<file path="config.mk">
export PLATFORM = sky130hd
export DESIGN_NAME = debug_freeze_control
export DESIGN_NICKNAME = d
export VERILOG_FILES = /design/src/logic/freeze_pkg.sv /design/src/logic/debug_freeze_control.sv
export SDC_FILE = /design/constraint.sdc
export NUM_CORES = 1
export LEC_CHECK = 0
export BUFFER_PORTS_ARGS = -buffer_cell sky130_fd_sc_hd__buf_2
export CORE_UTILIZATION = 30
export CTS_BUF_LIST = sky130_fd_sc_hd__clkbuf_8
export CTS_CLUSTER_SIZE = 40
export DETAILED_ROUTE_END_ITERATION = 8
export GPL_ROUTABILITY_DRIVEN = 0
export PLACE_DENSITY_LB_ADDON = 0.3
export SLEW_MARGIN = 10
export SYNTH_ARGS = -nofsm -noshare
export SYNTH_HDL_FRONTEND = slang
export SYNTH_SLANG_ARGS = --single-unit
</file>
<file path="constraint.sdc">
create_clock -name I_CLK_SYS -period 1.23 [get_ports I_CLK_SYS]
set_input_delay 0.0615 -clock I_CLK_SYS [delete_from_list [all_inputs] [get_ports I_CLK_SYS]]
set_output_delay 0.0615 -clock I_CLK_SYS [all_outputs]
set_load 0.01 [all_outputs]
</file>
<file path="src/logic/freeze_pkg.sv">
// package: register map and field layout of the freeze control bank
package freeze_pkg;
  localparam int ADDR_W = 32;
  localparam int DATA_W = 32;
  localparam logic [31:0] FREEZE_ASSERT_ADDR = 32'h5005_0300;
  localparam logic [31:0] FREEZE_RELEASE_ADDR = 32'h5005_0304;
  localparam logic [31:0] DEBUG_INFO_ADDR = 32'h5005_0308;
  localparam logic [31:0] SYSTEM_STATUS_ADDR = 32'h5005_030c;
  localparam logic [31:0] CPU_FLASH_CACHE_TAG_ADDR = 32'h5005_0314;
  localparam int BIT_WAKEUP = 0;
  localparam int BIT_SOFT_BASE = 1;
  localparam int BIT_SPARE = 2;
  localparam int BIT_SYS_WDOG = 3;
  localparam int BIT_DMA = 5;
  localparam int BIT_SOFT_TWO = 6;
  localparam int BIT_SOFT_THREE = 8;
  localparam int BIT_SOFT_FOUR = 9;
  localparam int BIT_RADIO_WDOG = 10;
  localparam int HOLD_W = 11;
  localparam logic [10:0] HOLD_MASK = 11'h76b;
  localparam logic [10:0] HOLD_RESET = 11'h000;
endpackage

</file>
<file path="src/logic/debug_freeze_control.sv">
// freeze assert/release register pair driving per-engine hold outputs
// Operation
// - a one at bit 0 of assert freezes the wake-up timer; zero ignored
// - a one at bit 1 of assert freezes the base soft timer; zero ignored
// - a one at bit 3 of assert freezes the system watchdog; zero ignored
// - system watchdog freeze acts only while its reset-instead-of-nmi setting is zero
// - a one at bit 5 of assert halts the dma engine; zero ignored
// - a one at bit 6 of assert freezes soft timer two; zero ignored
// - a one at bit 8 of assert freezes soft timer three; zero ignored
// - a one at bit 9 of assert freezes soft timer four; zero ignored
// - a one at bit 10 of assert freezes the radio engine watchdog
// - a one at bit 0 of release resumes the wake-up timer; zero ignored
// - a one at bit 1 of release resumes the base soft timer; zero ignored
// - a one at bit 3 of release resumes the system watchdog; zero ignored
// - a one at bit 5 of release resumes the dma engine; zero ignored
// - a one at bit 6 of release resumes soft timer two; zero ignored
// - a one at bit 8 of release resumes soft timer three; zero ignored
// - a one at bit 9 of release resumes soft timer four; zero ignored
// - a one at bit 10 of release resumes the radio engine watchdog
// - assert register sits at 0x50050300, release register at 0x50050304
//
// Our own choice: the address-and-strobe port.
`timescale 1ns/10ps
module debug_freeze_control
  import freeze_pkg::*;
(
  input wire logic I_CLK_SYS,
  input wire logic I_RST,
  input wire logic [ADDR_W-1:0] I_ADDR,
  input wire logic [DATA_W-1:0] I_WDATA,
  input wire logic I_WR,
  input wire logic I_RD,
  input wire logic I_WDOG_NMI_RST,
  output logic [DATA_W-1:0] O_RDATA,
  output logic O_HOLD_WAKEUP_TIMER,
  output logic O_HOLD_SOFT_TIMER_BASE,
  output logic O_HOLD_SYSTEM_WATCHDOG,
  output logic O_HOLD_TRANSFER_ENGINE,
  output logic O_HOLD_SOFT_TIMER_TWO,
  output logic O_HOLD_SOFT_TIMER_THREE,
  output logic O_HOLD_SOFT_TIMER_FOUR,
  output logic O_HOLD_RADIO_ENGINE_WATCHDOG
);

  logic [HOLD_W-1:0] hold_reg;
  logic [HOLD_W-1:0] hold_next;
  logic [DATA_W-1:0] rdata_reg;
  logic [DATA_W-1:0] rdata_next;
  logic nmi_meta_reg;
  logic nmi_sync_reg;

  // only the defined target bits are storable; spare and reserved bits are dropped
  function automatic logic [HOLD_W-1:0] target_bits(input logic [DATA_W-1:0] data);
    return data[HOLD_W-1:0] & HOLD_MASK;
  endfunction

  // write decode; an address outside the pair never touches the state
  wire hit_assert = I_ADDR == FREEZE_ASSERT_ADDR;
  wire hit_release = I_ADDR == FREEZE_RELEASE_ADDR;
  wire wr_assert = I_WR && hit_assert;
  wire wr_release = I_WR && hit_release;
  wire [HOLD_W-1:0] set_bits = wr_assert ? target_bits(I_WDATA) : '0;
  wire [HOLD_W-1:0] clr_bits = wr_release ? target_bits(I_WDATA) : '0;

  // the bus carries one write per cycle, so the last write is the only one;
  // zeros leave bits untouched in both registers
  assign hold_next = (hold_reg | set_bits) & ~clr_bits;

  // both addresses return the same held state; reserved bits stay zero
  wire hit_read = hit_assert || hit_release;
  assign rdata_next = (I_RD && hit_read) ? {{(DATA_W-HOLD_W){1'b0}}, hold_reg} : '0;

  always_ff @(posedge I_CLK_SYS) begin
    if (I_RST) begin
      hold_reg <= HOLD_RESET;
      rdata_reg <= '0;
      nmi_meta_reg <= 1'b0;
      nmi_sync_reg <= 1'b0;
    end else begin
      hold_reg <= hold_next;
      rdata_reg <= rdata_next;
      nmi_meta_reg <= I_WDOG_NMI_RST;
      nmi_sync_reg <= nmi_meta_reg;
    end
  end
  // read data and hold outputs

  assign O_RDATA = rdata_reg;
  assign O_HOLD_WAKEUP_TIMER = hold_reg[BIT_WAKEUP];
  assign O_HOLD_SOFT_TIMER_BASE = hold_reg[BIT_SOFT_BASE];
  // watchdog set to reset mode ignores the freeze, a safety trade-off kept on purpose
  assign O_HOLD_SYSTEM_WATCHDOG = hold_reg[BIT_SYS_WDOG] & ~nmi_sync_reg;
  assign O_HOLD_TRANSFER_ENGINE = hold_reg[BIT_DMA];
  assign O_HOLD_SOFT_TIMER_TWO = hold_reg[BIT_SOFT_TWO];
  assign O_HOLD_SOFT_TIMER_THREE = hold_reg[BIT_SOFT_THREE];
  assign O_HOLD_SOFT_TIMER_FOUR = hold_reg[BIT_SOFT_FOUR];
  assign O_HOLD_RADIO_ENGINE_WATCHDOG = hold_reg[BIT_RADIO_WDOG];
endmodule

</file>
# == Word level (Yosys, flattened, before mapping) ==
# Index checks and enable logic that the tools add are counted.
# totals
ff_bits,45
input_bits,69
output_inout_bits,40
wordCells,20
# op_classes
n_eq_ne,2
mux,2
bitwise,6
n_reduce_logical,5
# ops
op,count
$eq A32 B31 Y1 const B,2
$mux W11,2
$and A11 B11 Y11,1
$not A11 Y11,1
$or A11 B11 Y11,1
$logic_and A1 B1 Y1,3
$not A1 Y1,2
$reduce_or A2 Y1,1
$and A1 B1 Y1,1
$logic_or A1 B1 Y1,1

# == Longest topological paths before layout ==
# Gate-level depths: netlist of run 1.
# logic_depth
depth_word,5
depth_mapped,4
mapped_depth_nobuf,4

# == Worst setup path before layout of run 1 ==
# No wires, ideal clock.
# synth_path
kind,input to register
startpoint,in I_ADDR[21]
endpoint,"reg rdata_reg[0], in the netlist O_RDATA[0]"
setup_time_ns,0.060
arrival_ns,1.076
path_slack_ns,0.094
cell_stages,4
path_cell_list,nor4b_2 nand4_4 nor4b_4 and2_1
# synth_via
elab_chain_len,5
word_cells_on_any_way,6
# synth_rtl
item,line,text
from (decl),debug_freeze_control.sv:29,"input wire logic [ADDR_W-1:0] I_ADDR,"
$eq A32 B31 Y1 (on tied branches),"debug_freeze_control.sv:58, debug_freeze_control.sv:59",
$logic_or A1 B1 Y1 *,debug_freeze_control.sv:70,wire hit_read = hit_assert || hit_release;
$logic_and A1 B1 Y1 *,debug_freeze_control.sv:71,"assign rdata_next = (I_RD && hit_read) ? {{(DATA_W-HOLD_W){1'b0}}, hold_reg} : '0;"
$not A1 Y1 (no line) *,-,
$reduce_or A2 Y1 (no line) *,-,
to (signal assigned),debug_freeze_control.sv:81,rdata_reg <= rdata_next;
to (decl),debug_freeze_control.sv:47,logic [DATA_W-1:0] rdata_reg;
# Mark *: on every way between the ends. The rest lies on a longest branch, timed or not.
# A chain may end at the register's enable or synchronous reset.

# == Worst setup path after layout of run 1 ==
# layout_path
startpoint,in I_ADDR[25]
endpoint,"reg rdata_reg[6], in the netlist O_RDATA[6]"
# The elaborated chain is that of the path after synthesis.

==> results of run 1 <==
-- area by class of cell --
| type | instances | area, sq um | area share, % |
|---|---|---|---|
| timing repair buffer | 66 | 345.3 | 24.69 |
| tap | 44 | 55.05 | 3.936 |
| sequential | 18 | 360.3 | 25.76 |
| clock buffer | 4 | 55.05 | 3.936 |
| multi-input combinational | 79 | 583.1 | 41.68 |
-- per-stage QoR --
stage	setup WS (ns)	TNS, ns	utilization, %	hold WS [ns]	instances
after global placement	-0.1292	-1.933	42.18	0.2762	207
final	0.1068	0	44.37	0.02468	211
after detailed placement	-0.1778	-2.436	42.18	0.2822	207
after CTS	0.07861	0	43.93	0.02233	211
after global routing	0.0009064	0	44.37	0.04790	211
after floorplan	0.09417	0	-	0.1897	124
-- worst paths after layout --
kind | start | to | cells after the start
hold reg to reg | nmi_meta_reg$_SDFF_PP0_ | nmi_sync_reg$_SDFF_PP0_ | 1
setup reg to reg | hold_reg[0]$_SDFF_PP0_ | hold_reg[0]$_SDFF_PP0_ | 2
setup / recovery | I_ADDR[25] | O_RDATA[6]$_SDFF_PP0_ | 6
hold / removal | I_WDOG_NMI_RST | nmi_meta_reg$_SDFF_PP0_ | 2
-- per-layer routing --
metal | vias up | track usage, %
met1 | 372 | 13.73
met4 | 0 | 3.247
li1 | 419 | -
met5 | - | 0
met2 | 51 | 22.45
met3 | 2 | 4.478
-- cell families after synthesis --
family | after synthesis | share of synthesized area (%)
simple gates | 47 | 38.57
other cells | 1 | 0.3624
buf+inv | 27 | 18.50
flops | 18 | 34.83
mux | 8 | 7.739
-- power breakdown --
| group | total [mW] | internal (mW) | leakage (nW) | switching (mW) |
|---|---|---|---|---|
| clock network | 0.462 | 0.284 | 0.0288 | 0.178 |
| logic | 0.168 | 0.0761 | 0.518 | 0.0921 |
| registers | 0.586 | 0.586 | 0.145 | 0.000610 |
-- cells in the mapped netlist --
cell,instances,area share (%)
nor4b_2,1,1.5
nor3_1,8,3.9
nand4_4,2,4.1
conb_1,1,0.36
mux2i_1,8,7.7
and2_1,8,4.8
and4bb_2,1,1.2
clkbuf_1,2,0.73
nor4_4,2,4.1
nor3b_1,1,0.73
buf_4,24,17
nand2b_1,8,4.8
nor4b_4,3,6.9
dfxtp_1,18,35
buf_1,1,0.36
or2_2,1,0.60
nor2b_1,3,1.8
nor4_2,1,1.2
nand2_1,8,2.9
-- repair_timing --
action,CTS,global route
hold buffers,0,0
gates resized for setup,0,2
endpoints found under the setup margin,0,1
hold endpoints to repair,0,0
==> flow_metrics.tcl, run 1 <==
set metrics [dict create \
    cts_root_buf "clkbuf_8" \
    core_sq_mm 0.003153 \
    placed_area_sq_mm 0.001330 \
    p_total_mw 1.217 \
    cp_top_family "simple AND/OR/NAND/NOR gates" \
    wl_met2_mm 1.058 \
    cts.sinks 18 \
    path_cells "buf_2, nor4_2, nand4_4, nor4b_4, buf_4, and2_1" \
    cts_max_path_buffers 2 \
    drt_iter0_drc 15 \
    crit_fanout 9 \
    grt.overflow.total 0 \
    rows 20 \
    drcViolationCount 0 \
    cts_setup_buffers 0 \
    hold_viol 0 \
    ff2ff_setup_slack_ns 0.61 \
    port_buffers 60 \
    final_common_cell "buf_2" \
    antenna_found_initial 0 \
    grt_max_degree 13 \
    clock_latency_ns 0.25 \
    setup_violations 0 \
    diodes 0 \
    grt_pass1_wl_mm 3.374 \
    period_share_pct 91.32 \
    final_cell_mix "60 x buf_2, 24 x conb_1, 18 x dfxtp_1" \
    wl_per_cell_um 10.51 \
    layout_min_cycle_time_ns 1.123 \
    grt_pass1_vias 770 \
    cp.arrival_ns 1.31 \
    initial_core_util_pct 32.82 \
    crit_type "in2reg" \
    grt_setup_unrepaired "no" \
    post_drt_via_cell_ratio 4.000 \
    wl_mm 2.217 \
    final_antenna_net_count 0 \
    path_clk_slew_ns 0.06 \
    ys_ff_latch 18 \
    status "finished, final reports clean" \
    met3_length_um 222 \
    drt-met1-wl_um 920 \
    drive_gt1_share_pct 49.10 \
    cts_tree "built" \
    max_freq_mhz 890.3 \
    drv_cap 0 \
    startpoint_type "input port" \
    dp_hpwl_mm 1.882 \
    num_vias 844 \
    crit_buf_inv 2 \
    irDropWorstVdd_mv 0.4239 \
    numCtsBuffers 3 \
    max_stage_delay_ns 0.34 \
    fin_area_sq_mm 0.001399 \
    drt-pass1-iter-count 4 \
    nets 237 \
    powerDensity_mw_per_mm2 869.8 \
    io_pins 109 \
    synth.avg_cell_area_sq_um 10.24 \
    hp-class "in2reg" \
    synthesis.area_sq_mm 0.001035 \
    yosysSeqAreaShare_pct 34.82 \
    track_usage_pct 12.41 \
    cts_max_level 1 \
    synthCells 101 \
    skew_ns 0.003102 \
    syn_to_final_growth_pct 35.19 \
    routed.top_layer "met4" \
    fp.dieH_um 60.73 \
    die_w_um 60.73 \
    yosysWarningCount 0 \
    slew_viol_final 0 \
    cp_data_required_time_ns 1.42 \
    netlist-cell-type-count 19 \
    dieArea_sq_mm 0.003688 \
    slowest_stage "nor4_2" \
    endpoint_kind "flip-flop" \
    fillers 329 \
    p_leak_nw 0.6925 \
]
Power figures use the tool's default switching activity.
==> inputs of run 2 (changes only) <==
==> constraint.sdc (replaced) <==
create_clock -name I_CLK_SYS -period 1.23 [get_ports I_CLK_SYS]
set_input_delay 0.246 -clock I_CLK_SYS [delete_from_list [all_inputs] [get_ports I_CLK_SYS]]
set_output_delay 0.246 -clock I_CLK_SYS [all_outputs]
set_load 0.01 [all_outputs]
==> flow_metrics.tcl, run 2 (synthesis gave the netlist of run 1 again) <==
set metrics [dict create \
    status "finished with violations" \
    violations "negative setup slack" \
    drt-pass1-iter-count 3 \
    cts_tree "built" \
    drt_iter0_drc 5 \
    rows 20 \
    final_cell_mix "53 x buf_2, 24 x conb_1, 18 x dfxtp_1, 9 x buf_6" \
    final_antenna_net_count 0 \
    crit_fanout 8 \
    layout_min_cycle_time_ns 1.260 \
    grt.overflow.total 0 \
    port_buffers 60 \
    irDropWorstVdd_mv 0.6902 \
    io_pins 109 \
    path_clk_slew_ns 0.07 \
    dieArea_sq_mm 0.003688 \
    grt_max_degree 13 \
    diodes 0 \
    hold_buffers 0 \
    hp-class "in2reg" \
    nets 235 \
    grt_pass1_wl_mm 3.456 \
    final_common_cell "buf_2" \
    grt_setup_unrepaired "yes" \
    slowest_stage "nor4b_4" \
    core_sq_mm 0.003153 \
    cts.sinks 18 \
    post_drt_via_cell_ratio 4.139 \
    hold_viol 0 \
    period_share_pct 102.4 \
    num_vias 865 \
    startpoint_type "input port" \
    cp.arrival_ns 1.46 \
    finalNonFillerCells 209 \
    fillers 317 \
    power.internal_uw 960.2 \
    syn_to_final_growth_pct 46.19 \
    cts_max_level 1 \
    fp.dieH_um 60.73 \
    drive_gt1_share_pct 53.94 \
    fin_area_sq_mm 0.001513 \
    slew_viol_final 0 \
    p_leak_nw 0.7509 \
    die_w_um 60.73 \
    initial_core_util_pct 32.82 \
    grt_pass1_vias 839 \
    place_inst 204 \
    seq_power_share_pct 46.6 \
    setup_violations 11 \
    placed_area_sq_mm 0.001343 \
    switching_share_pct 23.73 \
    fin_ws_ns -0.02980 \
    max_freq_mhz 793.8 \
    track_usage_pct 13.18 \
    numCtsBuffers 3 \
    antenna_found_initial 0 \
    cts_root_buf "clkbuf_8" \
    drcViolationCount 0 \
    dp_hpwl_mm 1.809 \
    wl_mm 2.348 \
    combinationalPowerShare_pct 15.1 \
    skew_ns 0.0008805 \
    clkPwrFrac_pct 38.3 \
    wl_per_cell_um 11.23 \
    timing.setup.tns_ns -0.1443 \
    crit_type "in2reg" \
    max_stage_delay_ns 0.31 \
    drv_cap 0 \
    cts_max_path_buffers 2 \
    endpoint_kind "flip-flop" \
    switching_power_uw 298.7 \
    cp_data_required_time_ns 1.43 \
    fin_util_pct 47.98 \
    clock_latency_ns 0.25 \
    path_cells "buf_6, nor4b_4, nand4_4, nor4b_4, buf_6, and2_4" \
    pre_cts_ws_ns -0.3479 \
    powerDensity_mw_per_mm2 832.2 \
]
-- run 2: cell count changes in the layout (fill, tap and decap cells not counted), moves of 3 or more --
cell / before / now
buf_6: 0 / 9
buf_2: 60 / 53
buf_4: 6 / 1
nor3_1: 7 / 2
and2_1: 8 / 5
and2_4: 0 / 3
nor3_4: 0 / 3
-- run 2: area by class of cell --
type / instances / area [sq um] / share of cell area (%)
Multi-Input combinational cell: 79 / 648.1 / 42.85
Timing Repair Buffer: 64 / 394.1 / 26.05
Sequential cell: 18 / 360.3 / 23.82
Clock buffer: 4 / 55.05 / 3.639
Tap cell: 44 / 55.05 / 3.639
-- run 2: critical path, delay by kind of cell --
family / cells / cell delay [ns]
buf+inv: 2 / 0.26
simple gates: 4 / 0.96
-- run 2: path summary, 6_finish.rpt --
| kind | start | end | slack [ns] | depth (start not counted) |
|---|---|---|---|---|
| worst max register to register | hold_reg[9]$_SDFF_PP0_ | hold_reg[9]$_SDFF_PP0_ | 0.63 | 2 |
| worst min register to register | nmi_meta_reg$_SDFF_PP0_ | nmi_sync_reg$_SDFF_PP0_ | 0.44 | 1 |
| worst min-delay path | I_WDOG_NMI_RST | nmi_meta_reg$_SDFF_PP0_ | 0.19 | 2 |
| worst max-delay path | I_ADDR[20] | O_RDATA[9]$_SDFF_PP0_ | -0.03 | 6 |
-- run 2: stage by stage --
step / hold slack [ns] / power, mW
after floorplan: 0.3742 / 0.7329
after global placement: 0.4198 / 0.7672
after detailed placement: 0.4314 / 0.7713
after CTS: 0.1912 / 1.274
after global routing: 0.2045 / 1.319
final: 0.1943 / 1.259
-- run 2: repair_timing --
action | 4_1_cts | 5_1_grt
setup buffers | 1 | 0
resized for setup | 16 | 5
endpoints found under the setup margin | 15 | 16
endpoints found under the hold margin | 0 | 0
pin swaps | 9 | 6
-- run 2: per-layer routing --
layer  share of wire [%]  wire length [um]  global-route usage [%]
met4                 1.9                44                   5.195
met1                  35               831                   12.75
met3                  11               247                   4.264
met2                  52              1224                   25.59
met5                   0                 0                       0
-- run 2: power by group through the flow --
| stage | clock, mW | combinational [mW] | sequential, mW |
|---|---|---|---|
| global route | 0.526 | 0.208 | 0.586 |
| detailed placement | 0 | 0.172 | 0.600 |
| finish | 0.482 | 0.190 | 0.586 |
| global placement | 0 | 0.168 | 0.599 |
| CTS | 0.501 | 0.187 | 0.586 |
| floorplan | 0 | 0.134 | 0.599 |
==> inputs of run 3 (changes only) <==
- CORE_UTILIZATION: 30 -> 36
==> flow_metrics.tcl, run 3 (synthesis gave the netlist of run 1 again) <==
set metrics [dict create \
    hold_path_end "nmi_meta_reg$_SDFF_PP0_" \
    final_antenna_net_count 0 \
    final_cell_mix "50 x buf_2, 24 x conb_1, 18 x dfxtp_1, 11 x buf_6" \
    cp.arrival_ns 1.46 \
    multi_input_area_sq_um 701.9 \
    die_w_um 55.61 \
    p_leak_nw 0.8436 \
    setup_violations 13 \
    r2r_start "hold_reg[10]$_SDFF_PP0_" \
    fp.dieH_um 55.61 \
    hp-class "in2reg" \
    io_pins 109 \
    grt_setup_unrepaired "yes" \
    grt_max_degree 11 \
    port_buffers 60 \
    slew_viol_final 0 \
    post_drt_via_cell_ratio 4.438 \
    reg2reg_depth 2 \
    timing.setup.tns_ns -0.4402 \
    clock_latency_ns 0.25 \
    startpoint_type "input port" \
    syn_to_final_growth_pct 55.62 \
    hold_viol 0 \
    reg2reg_to "hold_reg[10]$_SDFF_PP0_" \
    core_sq_mm 0.002734 \
    cts.sinks 18 \
    fin_area_sq_mm 0.001610 \
    cp_data_required_time_ns 1.41 \
    violations "design-rule violations, negative setup slack" \
    diodes 0 \
    drt-met1-wl_um 870 \
    cts_root_buf "clkbuf_8" \
    layout_min_cycle_time_ns 1.279 \
    dieArea_sq_mm 0.003092 \
    wl_met2_mm 1.467 \
    num_vias 901 \
    dp_hpwl_mm 1.764 \
    drt-pass1-iter-count 6 \
    numCtsBuffers 3 \
    min_delay_path_depth 2 \
    irDropWorstVdd_mv 0.6916 \
    grt_pass1_vias 875 \
    status "finished with violations" \
    cts_max_path_buffers 2 \
    final_common_cell "buf_2" \
    rows 19 \
    placed_area_sq_mm 0.001341 \
    initial_core_util_pct 37.85 \
    period_share_pct 104.0 \
    fin_ws_ns -0.04905 \
    path_clk_slew_ns 0.07 \
    grt.overflow.total 0 \
    met3_length_um 224 \
    endpoint_kind "flip-flop" \
    hold_path_startpoint "I_WDOG_NMI_RST" \
    cts_max_level 1 \
    wl_per_cell_um 12.72 \
    crit_type "in2reg" \
    hold_buffers 0 \
    fillers 223 \
    nets 242 \
    ff2ff_setup_slack_ns 0.57 \
    slowest_stage "nor4b_4" \
    regArea_sq_um 360.3 \
    grt_pass1_wl_mm 4.174 \
    crit_fanout 4 \
    drv_cap 0 \
    wl_mm 2.583 \
    cts_tree "built" \
    path_cells "buf_6, nor4b_4, buf_4, nand4_4, nor3_2, mux2i_1" \
    routed.top_layer "met4" \
    skew_ns 0.001794 \
    max_freq_mhz 781.8 \
    powerDensity_mw_per_mm2 791.7 \
    track_usage_pct 17.63 \
    drt_iter0_drc 15 \
    antenna_found_initial 0 \
    drcViolationCount 2 \
    drive_gt1_share_pct 56.40 \
    max_stage_delay_ns 0.33 \
]
==> run 3: how the worst max path moves through the flow <==
| stage | startpoint | endpoint |
|---|---|---|
| 2_1_floorplan | I_ADDR[1] | O_RDATA[0]$_SDFF_PP0_ |
| 3_3_place_gp | I_ADDR[21] | O_RDATA[3]$_SDFF_PP0_ |
| 3_5_place_dp | I_ADDR[21] | O_RDATA[5]$_SDFF_PP0_ |
| 4_1_cts | I_ADDR[4] | O_RDATA[5]$_SDFF_PP0_ |
| 5_1_grt | I_ADDR[24] | hold_reg[8]$_SDFF_PP0_ |
| 6_report | I_ADDR[20] | hold_reg[9]$_SDFF_PP0_ |
==> run 3: layer usage <==
metal	track usage, %	vias to the layer above
met4	5.357	0
met3	4.651	2
met5	0	-
met2	34.60	49
met1	17.84	417
li1	-	433
==> run 3: cell type report <==
class / count / share of cell area, %
Sequential cell: 18 / 22.38
Timing Repair Buffer: 70 / 28.21
Multi-Input combinational cell: 80 / 43.59
Clock buffer: 4 / 3.419
Tap cell: 31 / 2.409
==> run 3: stage by stage <==
step	hold slack, ns	total power, mW	setup slack (ns)	instances	util [%]
detailed placement	0.4372	0.7724	-0.3280	193	49.06
global route	0.1971	1.337	-0.1092	203	58.90
global placement	0.4181	0.7688	-0.3189	193	49.06
floorplan	0.3742	0.7329	-0.07782	124	-
finish	0.2074	1.275	-0.04905	203	58.90
CTS	0.2037	1.276	-0.03649	202	57.16
==> run 3: worst max-delay path: cells and delay by family <==
| family | cells | cell delay (ns) |
|---|---|---|
| buffers and inverters | 2 | 0.28 |
| multiplexers | 1 | 0.19 |
| AND/OR/NAND/NOR | 3 | 0.75 |
==> run 3: where the power goes <==
| part | leakage, nW | switching [mW] | internal (mW) |
|---|---|---|---|
| clock network | 0.0288 | 0.193 | 0.284 |
| logic | 0.670 | 0.110 | 0.102 |
| registers | 0.145 | 0.000594 | 0.586 |
| total | 0.844 | 0.304 | 0.971 |
==> run 3: timing repair <==
item,4_1_cts,5_1_grt
pin swaps,11,8
gates cloned,1,0
gates resized for setup,22,7
setup endpoints to repair,16,16
hold endpoints to repair,0,0
buffers inserted,4,1
